### config.mk
export PLATFORM = sky130hd
export DESIGN_NAME = tcc_top
export DESIGN_NICKNAME = d
export VERILOG_FILES = /design/src/core/tcc_chan.v /design/src/core/tcc_top.v
export VERILOG_INCLUDE_DIRS = /design/src /design/src/inc
export SDC_FILE = /design/constraint.sdc
export NUM_CORES = 1
export LEC_CHECK = 0
export ABC_AREA = 1
export BUFFER_PORTS_ARGS = -buffer_cell sky130_fd_sc_hd__buf_2
export CORE_MARGIN = 5
export CORE_UTILIZATION = 54
export CTS_BUF_LIST = sky130_fd_sc_hd__clkbuf_8
export DETAILED_ROUTE_END_ITERATION = 10
export GPL_TIMING_DRIVEN = 0
export PLACE_DENSITY_LB_ADDON = 0.25
export SLEW_MARGIN = 0
export SYNTH_ARGS = -nofsm -noshare
export SYNTH_HDL_FRONTEND = slang
export SYNTH_SLANG_ARGS = --single-unit
### constraint.sdc
create_clock -name clk_sys -period 1.7 [get_ports clk_sys]
set_input_delay 0.51 -clock clk_sys [delete_from_list [all_inputs] [get_ports clk_sys]]
set_output_delay 0.51 -clock clk_sys [all_outputs]
set_load 0.02 [all_outputs]
### src/inc/tcc_regs.vh
// register word indices, control field positions and codes
// assumes word indexing on a 32-bit avalon slave, data in low 16 bits
`ifndef TCC_REGS_VH
`define TCC_REGS_VH
// word indices
`define TCC_IDX_CTL0 4'h0
`define TCC_IDX_CTL1 4'h1
`define TCC_IDX_CTL2 4'h2
`define TCC_IDX_VAL0 4'h4
`define TCC_IDX_VAL1 4'h5
`define TCC_IDX_VAL2 4'h6
`define TCC_IDX_VEC 4'h8
`define TCC_IDX_OVF 4'h9
// control field positions
`define TCC_F_FLAG 0
`define TCC_F_OVR 1
`define TCC_F_OUTV 2
`define TCC_F_LVL 3
`define TCC_F_IE 4
`define TCC_F_MODE_LO 5
`define TCC_F_MODE_HI 7
`define TCC_F_CAPM 8
`define TCC_F_LATCH 10
`define TCC_F_SYNC 11
`define TCC_F_SEL_LO 12
`define TCC_F_SEL_HI 13
`define TCC_F_EDGE_LO 14
`define TCC_F_EDGE_HI 15
// overflow register field positions
`define TCC_F_OVF_FLAG 0
`define TCC_F_OVF_IE 1
// writable control bits, flag and overrun handled apart
`define TCC_CTL_WMASK 16'hf9f4
// reset values
`define TCC_CTL_RST 16'h0000
`define TCC_VAL_RST 16'h0000
// vector codes
`define TCC_VEC_NONE 4'h0
`define TCC_VEC_CH1 4'h2
`define TCC_VEC_CH2 4'h4
`define TCC_VEC_OVF 4'ha
// output modes
`define TCC_MODE_OUT 3'h0
`define TCC_MODE_SET 3'h1
`define TCC_MODE_TGL_RST 3'h2
`define TCC_MODE_SET_RST 3'h3
`define TCC_MODE_TGL 3'h4
`define TCC_MODE_RST 3'h5
`define TCC_MODE_TGL_SET 3'h6
`define TCC_MODE_RST_SET 3'h7
`endif

### src/core/tcc_chan.v
// one capture/compare channel with its output unit
// assumes count_value/count_tick come from the counter in the clk_sys domain
`timescale 1ns/100ps
`include "tcc_regs.vh"
module tcc_chan (
  input wire clk_sys,
  input wire rst_b,
  input wire ctl_wr,
  input wire val_wr,
  input wire [15:0] wr_data,
  input wire val_rd_done,
  input wire flag_clr,
  input wire [15:0] count_value,
  input wire count_tick,
  input wire chan0_match,
  input wire capture_in_a,
  input wire capture_in_b,
  output wire [15:0] ctl_rd,
  output reg [15:0] chan_value_reg,
  output reg chan_irq_flag,
  output wire chan_irq_enable,
  output wire chan_match,
  output reg chan_out
);
  reg [15:0] ctl; // writable control bits
  reg capture_overrun; // second capture before read
  reg lvl_prev; // input level one cycle ago
  reg cap_pend; // capture held for the next edge
  reg latched_input; // level caught at compare match
  reg unread; // captured value not read yet
  wire [1:0] input_select = ctl[`TCC_F_SEL_HI:`TCC_F_SEL_LO];
  wire [1:0] capture_edge_sel = ctl[`TCC_F_EDGE_HI:`TCC_F_EDGE_LO];
  wire capture_mode_sel = ctl[`TCC_F_CAPM];
  wire sync_capture = ctl[`TCC_F_SYNC];
  wire [2:0] out_mode = ctl[`TCC_F_MODE_HI:`TCC_F_MODE_LO];
  // high select bit picks a fixed level, low bit gives it
  wire input_level = input_select[1] ? input_select[0] :
    (input_select[0] ? capture_in_b : capture_in_a);
  wire rise = input_level & ~lvl_prev;
  wire fall = ~input_level & lvl_prev;
  // edge code bit 0 rising, bit 1 falling, both for 11
  wire edge_hit = (capture_edge_sel[0] & rise) | (capture_edge_sel[1] & fall);
  // synchronised capture waits one clock edge
  wire cap_now = capture_mode_sel & (sync_capture ? cap_pend : edge_hit);
  // equality on every count step, either direction
  assign chan_match = count_tick & (count_value == chan_value_reg);
  wire cmp_hit = chan_match & ~capture_mode_sel;
  assign chan_irq_enable = ctl[`TCC_F_IE];
  // read view, input level live
  assign ctl_rd = {ctl[15:11], latched_input, 1'b0, ctl[8:4], input_level,
    ctl[2], capture_overrun, chan_irq_flag};
  ///////////////////////////////////////////////////////////////////////
  // capture, flags and control
  always @(posedge clk_sys or negedge rst_b) begin
    if (!rst_b) begin
      ctl <= `TCC_CTL_RST;
      chan_value_reg <= `TCC_VAL_RST;
      chan_irq_flag <= 1'b0;
      capture_overrun <= 1'b0;
      lvl_prev <= 1'b0;
      cap_pend <= 1'b0;
      latched_input <= 1'b0;
      unread <= 1'b0;
    end else begin
      lvl_prev <= input_level;
      cap_pend <= capture_mode_sel & sync_capture & edge_hit;
      if (ctl_wr) begin
        ctl <= wr_data & `TCC_CTL_WMASK;
      end
      // counter copied on capture, capture beats a write
      if (cap_now) begin
        chan_value_reg <= count_value;
      end else if (val_wr) begin
        chan_value_reg <= wr_data;
      end
      // hardware set wins over software or vector clear
      if (cap_now | cmp_hit) begin
        chan_irq_flag <= 1'b1;
      end else if (ctl_wr) begin
        chan_irq_flag <= wr_data[`TCC_F_FLAG];
      end else if (flag_clr) begin
        chan_irq_flag <= 1'b0;
      end
      // overrun set by hardware, cleared only by writing 0
      if (cap_now & unread) begin
        capture_overrun <= 1'b1;
      end else if (ctl_wr & ~wr_data[`TCC_F_OVR]) begin
        capture_overrun <= 1'b0;
      end
      // value pending read, set wins
      if (cap_now) begin
        unread <= 1'b1;
      end else if (val_rd_done) begin
        unread <= 1'b0;
      end
      if (chan_match) begin
        latched_input <= input_level;
      end
    end
  end
  ///////////////////////////////////////////////////////////////////////
  // output unit, clocked in every mode
  always @(posedge clk_sys or negedge rst_b) begin
    if (!rst_b) begin
      chan_out <= 1'b0;
    end else begin
      case (out_mode)
        `TCC_MODE_OUT: chan_out <= ctl[`TCC_F_OUTV];
        `TCC_MODE_SET: if (chan_match) chan_out <= 1'b1;
        `TCC_MODE_RST: if (chan_match) chan_out <= 1'b0;
        `TCC_MODE_TGL: if (chan_match) chan_out <= ~chan_out;
        `TCC_MODE_TGL_RST: begin
          if (chan0_match) chan_out <= 1'b0;
          else if (chan_match) chan_out <= ~chan_out;
        end
        `TCC_MODE_TGL_SET: begin
          if (chan0_match) chan_out <= 1'b1;
          else if (chan_match) chan_out <= ~chan_out;
        end
        `TCC_MODE_SET_RST: begin
          if (chan0_match) chan_out <= 1'b0;
          else if (chan_match) chan_out <= 1'b1;
        end
        `TCC_MODE_RST_SET: begin
          if (chan0_match) chan_out <= 1'b1;
          else if (chan_match) chan_out <= 1'b0;
        end
        default: chan_out <= chan_out;
      endcase
    end
  end
endmodule // tcc_chan

### src/core/tcc_top.v
// three capture/compare channels, interrupt flags and vector logic
// assumes the counter supplies count_value and a one-cycle count_tick
// whenever it moves, and an overflow_event pulse, all on clk_sys
// the avalon master holds its request until waitrequest is low
//
// Local design decisions: the Avalon-MM register port and the placing of the registers.
`timescale 1ns/100ps
`include "tcc_regs.vh"

// Behaviour
// - capture mode bit selects capture behaviour
// - select input a/b, edge rising/falling/both
// - capture copies counter, sets channel flag
// - live input level readable any time
// - sync bit delays capture one clock
// - second unread capture sets overrun bit
// - high select bit feeds fixed level
// - compare equality sets flag, drives output
// - match latches input level
// - output clocked; mode 0 follows bit
// - modes 1, 5 set or reset
// - modes 2, 6 toggle with chan0 reset/set
// - modes 3, 7 set/reset with chan0
// - mode 4 toggles on every match
// - matches counted in both directions
// - chan0 vector and shared vector
// - flags software writable, gated by enables
// - chan0 flag cleared when serviced
// - vector shows top enabled pending source
// - vector access clears top pending flag
// - vector codes 0, 2, 4, 10
module tcc_top (
  input wire clk_sys,
  input wire rst_b,
  input wire [3:0] avs_address,
  input wire avs_read,
  input wire avs_write,
  input wire [31:0] avs_writedata,
  output reg [31:0] avs_readdata,
  output reg avs_waitrequest,
  input wire [15:0] count_value,
  input wire count_tick,
  input wire overflow_event,
  input wire [2:0] capture_in_a,
  input wire [2:0] capture_in_b,
  input wire global_irq_enable,
  input wire chan0_irq_ack,
  output wire [2:0] chan_out,
  output reg irq_chan0,
  output reg irq_shared
);

  ///////////////////////////////////////////////////////////////////////
  // decode helpers

  // true when the word index addresses a control register
  function is_ctl;
    input [3:0] idx;
    begin
      is_ctl = (idx == `TCC_IDX_CTL0) | (idx == `TCC_IDX_CTL1) |
        (idx == `TCC_IDX_CTL2);
    end
  endfunction

  // true when the word index addresses a value register
  function is_val;
    input [3:0] idx;
    begin
      is_val = (idx == `TCC_IDX_VAL0) | (idx == `TCC_IDX_VAL1) |
        (idx == `TCC_IDX_VAL2);
    end
  endfunction

  // channel number carried in the low two index bits
  function [1:0] chan_of;
    input [3:0] idx;
    begin
      chan_of = idx[1:0];
    end
  endfunction

  ///////////////////////////////////////////////////////////////////////
  // bus handshake

  // waitrequest low for exactly one cycle per request
  wire req = avs_read | avs_write;
  // access completes at this edge
  wire done = req & ~avs_waitrequest;
  // first cycle of a request, read data are prepared here
  wire first = req & avs_waitrequest;
  // completed write and read strobes
  wire wr_done = done & avs_write;
  wire rd_done = done & avs_read;

  // register answer one cycle after the request is seen
  always @(posedge clk_sys or negedge rst_b) begin
    if (!rst_b) begin
      avs_waitrequest <= 1'b1;
    end else if (first) begin
      // release the master at the next edge
      avs_waitrequest <= 1'b0;
    end else begin
      // idle or just completed: hold off
      avs_waitrequest <= 1'b1;
    end
  end

  ///////////////////////////////////////////////////////////////////////
  // channel instances

  wire [47:0] ctl_all; // control read views, 16 bits each
  wire [47:0] val_all; // value registers, 16 bits each
  wire [2:0] flag_all; // channel flags
  wire [2:0] ie_all; // channel enables
  wire [2:0] match_all; // equality pulses
  wire [2:0] flag_clr; // per-channel clear from vector or service
  reg overflow_flag; // counter overflow flag
  reg overflow_irq_enable; // enable for the overflow flag
  reg [3:0] vec_hold; // vector taken at the first cycle of an access

  // channel 0 is cleared when its request is serviced
  assign flag_clr[0] = chan0_irq_ack;
  // vector access clears the source the vector named
  assign flag_clr[1] = done & (avs_address == `TCC_IDX_VEC) &
    (vec_hold == `TCC_VEC_CH1);
  assign flag_clr[2] = done & (avs_address == `TCC_IDX_VEC) &
    (vec_hold == `TCC_VEC_CH2);

  genvar gi;
  generate
    for (gi = 0; gi < 3; gi = gi + 1) begin : g_chan
      // per-channel decode of completed writes and reads
      wire ctl_hit = is_ctl(avs_address) & (chan_of(avs_address) == gi);
      wire val_hit = is_val(avs_address) & (chan_of(avs_address) == gi);
      tcc_chan u_chan (
        .clk_sys(clk_sys),
        .rst_b(rst_b),
        .ctl_wr(wr_done & ctl_hit),
        .val_wr(wr_done & val_hit),
        .wr_data(avs_writedata[15:0]),
        .val_rd_done(rd_done & val_hit),
        .flag_clr(flag_clr[gi]),
        .count_value(count_value),
        .count_tick(count_tick),
        .chan0_match(match_all[0]),
        .capture_in_a(capture_in_a[gi]),
        .capture_in_b(capture_in_b[gi]),
        .ctl_rd(ctl_all[gi*16+15:gi*16]),
        .chan_value_reg(val_all[gi*16+15:gi*16]),
        .chan_irq_flag(flag_all[gi]),
        .chan_irq_enable(ie_all[gi]),
        .chan_match(match_all[gi]),
        .chan_out(chan_out[gi])
      );
    end
  endgenerate

  ///////////////////////////////////////////////////////////////////////
  // interrupt vector generator

  // pending and enabled sources on the shared vector
  wire pend1 = flag_all[1] & ie_all[1];
  wire pend2 = flag_all[2] & ie_all[2];
  wire pend_ovf = overflow_flag & overflow_irq_enable;

  // highest enabled source wins, disabled ones are ignored
  reg [3:0] irq_vector_reg;
  always @* begin
    if (pend1) begin
      irq_vector_reg = `TCC_VEC_CH1;
    end else if (pend2) begin
      irq_vector_reg = `TCC_VEC_CH2;
    end else if (pend_ovf) begin
      irq_vector_reg = `TCC_VEC_OVF;
    end else begin
      irq_vector_reg = `TCC_VEC_NONE;
    end
  end

  // vector captured with the read data so the clear matches it
  always @(posedge clk_sys or negedge rst_b) begin
    if (!rst_b) begin
      vec_hold <= `TCC_VEC_NONE;
    end else if (first) begin
      vec_hold <= irq_vector_reg;
    end
  end

  ///////////////////////////////////////////////////////////////////////
  // overflow flag and its enable

  // overflow flag: event wins over any clear
  always @(posedge clk_sys or negedge rst_b) begin
    if (!rst_b) begin
      overflow_flag <= 1'b0;
      overflow_irq_enable <= 1'b0;
    end else begin
      if (overflow_event) begin
        // counter wrapped
        overflow_flag <= 1'b1;
      end else if (wr_done & (avs_address == `TCC_IDX_OVF)) begin
        // software sets or clears the flag
        overflow_flag <= avs_writedata[`TCC_F_OVF_FLAG];
      end else if (done & (avs_address == `TCC_IDX_VEC) &
          (vec_hold == `TCC_VEC_OVF)) begin
        // vector access clears the named source
        overflow_flag <= 1'b0;
      end
      if (wr_done & (avs_address == `TCC_IDX_OVF)) begin
        overflow_irq_enable <= avs_writedata[`TCC_F_OVF_IE];
      end
    end
  end

  ///////////////////////////////////////////////////////////////////////
  // interrupt requests

  // dedicated and shared requests, each gated by global enable
  always @(posedge clk_sys or negedge rst_b) begin
    if (!rst_b) begin
      irq_chan0 <= 1'b0;
      irq_shared <= 1'b0;
    end else begin
      // channel 0 alone, highest priority
      irq_chan0 <= global_irq_enable & flag_all[0] & ie_all[0];
      // any remaining pending source raises a new request
      irq_shared <= global_irq_enable & (pend1 | pend2 | pend_ovf);
    end
  end

  ///////////////////////////////////////////////////////////////////////
  // read data

  // read mux, unmapped words read as zero
  reg [15:0] rd_mux;
  always @* begin
    rd_mux = 16'h0000;
    if (is_ctl(avs_address)) begin
      // control view of the addressed channel
      case (chan_of(avs_address))
        2'h0: rd_mux = ctl_all[15:0];
        2'h1: rd_mux = ctl_all[31:16];
        2'h2: rd_mux = ctl_all[47:32];
        default: rd_mux = 16'h0000;
      endcase
    end else if (is_val(avs_address)) begin
      // capture/compare value of the addressed channel
      case (chan_of(avs_address))
        2'h0: rd_mux = val_all[15:0];
        2'h1: rd_mux = val_all[31:16];
        2'h2: rd_mux = val_all[47:32];
        default: rd_mux = 16'h0000;
      endcase
    end else if (avs_address == `TCC_IDX_VEC) begin
      // vector number in the low bits
      rd_mux = {12'h000, irq_vector_reg};
    end else if (avs_address == `TCC_IDX_OVF) begin
      // overflow flag and enable
      rd_mux = {14'h0000, overflow_irq_enable, overflow_flag};
    end
  end

  // read data registered on the first cycle, stand at completion
  always @(posedge clk_sys or negedge rst_b) begin
    if (!rst_b) begin
      avs_readdata <= 32'h00000000;
    end else if (first & avs_read) begin
      // upper half always zero
      avs_readdata <= {16'h0000, rd_mux};
    end
  end

endmodule // tcc_top

==> impl_metrics.tcl <==
set metrics [dict create \
    ys_types 39 \
    skew_ns 0.0167 \
    pin_count_of_the_biggest_net_entering_global_routing 94 \
    total_design_power_mw 12.5 \
    nFillCells 1161 \
    setup.worst_path.start_class "flip-flop" \
    setup_ws_ns -0.227 \
    gp_congestion 1.01 \
    timing.critical_path.buf_inv 0 \
    critPathTopFamily "simple AND/OR/NAND/NOR gates" \
    groute.usage.overall 0.325 \
    worst-r2r-cell-count 11 \
    fmax_mhz 519 \
    via_count_of_the_first_global_routing_pass 7258 \
    detailed_place_hpwl_um 19000 \
    worst_path_max_delay_cell "sky130_fd_sc_hd__dfrtp_1" \
    clock_sink_count 126 \
    synth_area_leaders "sky130_fd_sc_hd__dfrtp_1, sky130_fd_sc_hd__nand2_1, sky130_fd_sc_hd__nand3_1, sky130_fd_sc_hd__o21ai_0, sky130_fd_sc_hd__inv_1" \
    drt-initial-drc-count 1105 \
    cp_slowest_stage_delay_ns 0.46 \
    synth.cell_area_um2 7400 \
    grt_pass1_wl_um 39900 \
    synth_cells 1009 \
    ant_nets 0 \
    critical_path.most_common_cell "sky130_fd_sc_hd__nand3_1" \
    cts_buffers 17 \
    drc_errors_left 0 \
    routed_wire_length_per_instance_um 19.7 \
    slew_headroom 0.663 \
    design.die.area_um2 16100 \
    largest_register_ffs 48 \
    timing.critical_path.cells "xnor2_2 > nand3_1 > nor2_4 > nand3_4 > ha_4 > nand2_2 > o21ai_1 > nand2_1 > nor2_1 > a21oi_1 > nand3_1" \
    cp-startpoint "g_chan[1].u_chan.chan_value_reg[8]" \
    flops_latches_synth 126 \
    critical_path_class "reg -> reg" \
    irDropWorstVdd_uv 1060 \
    final_common_cell "sky130_fd_sc_hd__nand2_1" \
    width_of_the_die_um 127 \
    worst-path-max-fanout 3 \
    hold_path_class "in -> reg" \
    report.final.slew_viol_count 0 \
    cellPowerDensity_nw_per_um2 1360 \
    area_growth_pct 23.4 \
    cts.path.max_buffers 2 \
    fin_nets 1212 \
    dpl-instance-area_um2 8120 \
    ctsRootBufferMaster "sky130_fd_sc_hd__clkbuf_8" \
    maxCapViolations 0 \
    clkSlewWorstSetupHoldPaths_ns 0.08 \
    ctsHtreeMaxLevel 4 \
    count_of_synthesis_stage_warnings_from_yosys 0 \
    n_antenna_cell 0 \
    final_cell_mix "sky130_fd_sc_hd__nand2_1, sky130_fd_sc_hd__nand3_1, sky130_fd_sc_hd__dfrtp_1" \
    tightestPinTransition_ns 0.505 \
    timing.critical_path.to "g_chan[1].u_chan.chan_out" \
    routed_via_count 7903 \
    r2r_slack_ns -0.23 \
    numPortBuffers 62 \
    final_core_utilization 0.685 \
    failing_checks "setup timing" \
    finalNonFillerCells 1331 \
    tritoncts "built" \
    synth.avg_cell_area_um2 7.34 \
    antenna_found_initial 0 \
    run_status "finished with violations" \
    num_io_pins 104 \
    layout_cells_sized_above_1 0.236 \
    crit_required_ns 2.05 \
    power.static_leakage_nw 4.59 \
    critPathCaptureType "flip-flop" \
    postRouteWirelength_um 26200 \
    setup_tns_ns -0.419 \
    post-place-cells 1263 \
    fin_crit_sh 1.13 \
    die_height_um 127 \
    number_of_failing_setup_endpoints_in_the_final_timing_report 3 \
    crit-reg2reg-capture "g_chan[1].u_chan.chan_out" \
    gr-total-overflow 0 \
    avgViaCountPerCell 5.94 \
    num_rows 42 \
    crit_cells 11 \
    timing.critical_path.arrival_ns 2.27 \
    core_region_area_um2 13300 \
    finalHoldViolCount 0 \
    finalInstanceArea_um2 9140 \
    drt_pass1_iterations 7 \
    floorplan.initialDensity 0.555 \
    rsz0062_at_grt "yes" \
    synth_area_leader_cell "sky130_fd_sc_hd__dfrtp_1" \
    worst_r2r_startpoint "g_chan[1].u_chan.chan_value_reg[8]" \
    synth_top_area_frac 0.423 \
    post-route-min-period_ns 1.93 \
    clock_insertion_delay_at_the_later_pin_of_the_skew_report_ns 0.47 \
    synth.yosys.seq_area_share 0.426 \
]
==> synth_stat cells, drive strengths merged <==
cell type and count:
xor2 7, nand2 257, dfrtp 125, o2111ai 2, clkbuf 16, nor2 63, o211ai 11, dfstp 1
clkinv 1, nand4 18, nor3 5, conb 1, inv 118, o31ai 2, o221ai 8, a21oi 12
a221oi 1, nand3 173, o22ai 20, buf 48, o21ai 103, a211oi 2, ha 4, o21a 3
or2 2, xnor2 6
==> tightest hold or removal path, stage by stage <==
cell and delay (ns):
sky130_fd_sc_hd__buf_2 0.09, sky130_fd_sc_hd__o31ai_1 0.06, sky130_fd_sc_hd__inv_1 0.04
==> layout make-up <==
class	count	area [µm²]	area share
Multi-Input combinational cell	715	3710	0.406
Buffer	63	522	0.0571
Inverter	119	450	0.0493
Sequential cell	126	3160	0.345
Clock inverter	12	158	0.0173
Timing Repair Buffer	100	651	0.0712
Tap cell	176	220	0.0241
Clock buffer	20	275	0.0301
==> worst min-delay path by stage <==
stage,start,endpoint,slack (ns),cells past startpoint
final,global_irq_enable,irq_shared,0.27,3
after global routing,global_irq_enable,irq_shared,0.28,3
after CTS,global_irq_enable,irq_shared,0.26,3
after detailed placement,rst_b,g_chan[1].u_chan.chan_value_reg[8],0.42,1
after global placement,g_chan[1].u_chan.latched_input,g_chan[1].u_chan.latched_input,0.46,2
after floorplan,rst_b,avs_readdata[0],0.21,0
==> through the flow <==
stage | worst slack (ns) | hold WS, ns
2_1_floorplan | -0.247 | 0.214
3_3_place_gp | -1.58 | 0.457
3_5_place_dp | -0.680 | 0.422
4_1_cts | -0.184 | 0.258
5_1_grt | -0.359 | 0.277
6_report | -0.227 | 0.266
==> kinds of logic after synthesis <==
logic type	after synthesis	share of synthesized area
xor+xnor	13	0.0154
fa+ha+maj	4	0.00676
other cells	1	0.000507
simple gates	518	0.312
compound gates	164	0.127
flops	126	0.426
buf+inv	183	0.112
==> report_power, final <==
group	switching, mW	internal [mW]	leakage (nW)
combinational	2.77	1.91	2.82
clock	1.33	1.57	0.212
sequential	0.935	3.96	1.56
==> per-layer routing <==
layer | GRT usage | up-vias | share of wire | wire length (µm)
met4 | 0.150 | 0 | 0.048 | 1250
met2 | 0.510 | 584 | 0.46 | 12000
met5 | 0 | - | 0 | 0
met3 | 0.0818 | 112 | 0.12 | 3090
met1 | 0.425 | 3626 | 0.38 | 9890
li1 | - | 3581 | - | -
==> timing repair <==
action,4_1_cts,5_1_grt
resized for setup,51,43
setup buffers,20,16
cloned,0,2
pin swaps,24,19
endpoints found under the hold margin,33,0
hold buffers,1,0
setup endpoints to repair,59,92
Power figures use the tool's default switching activity.
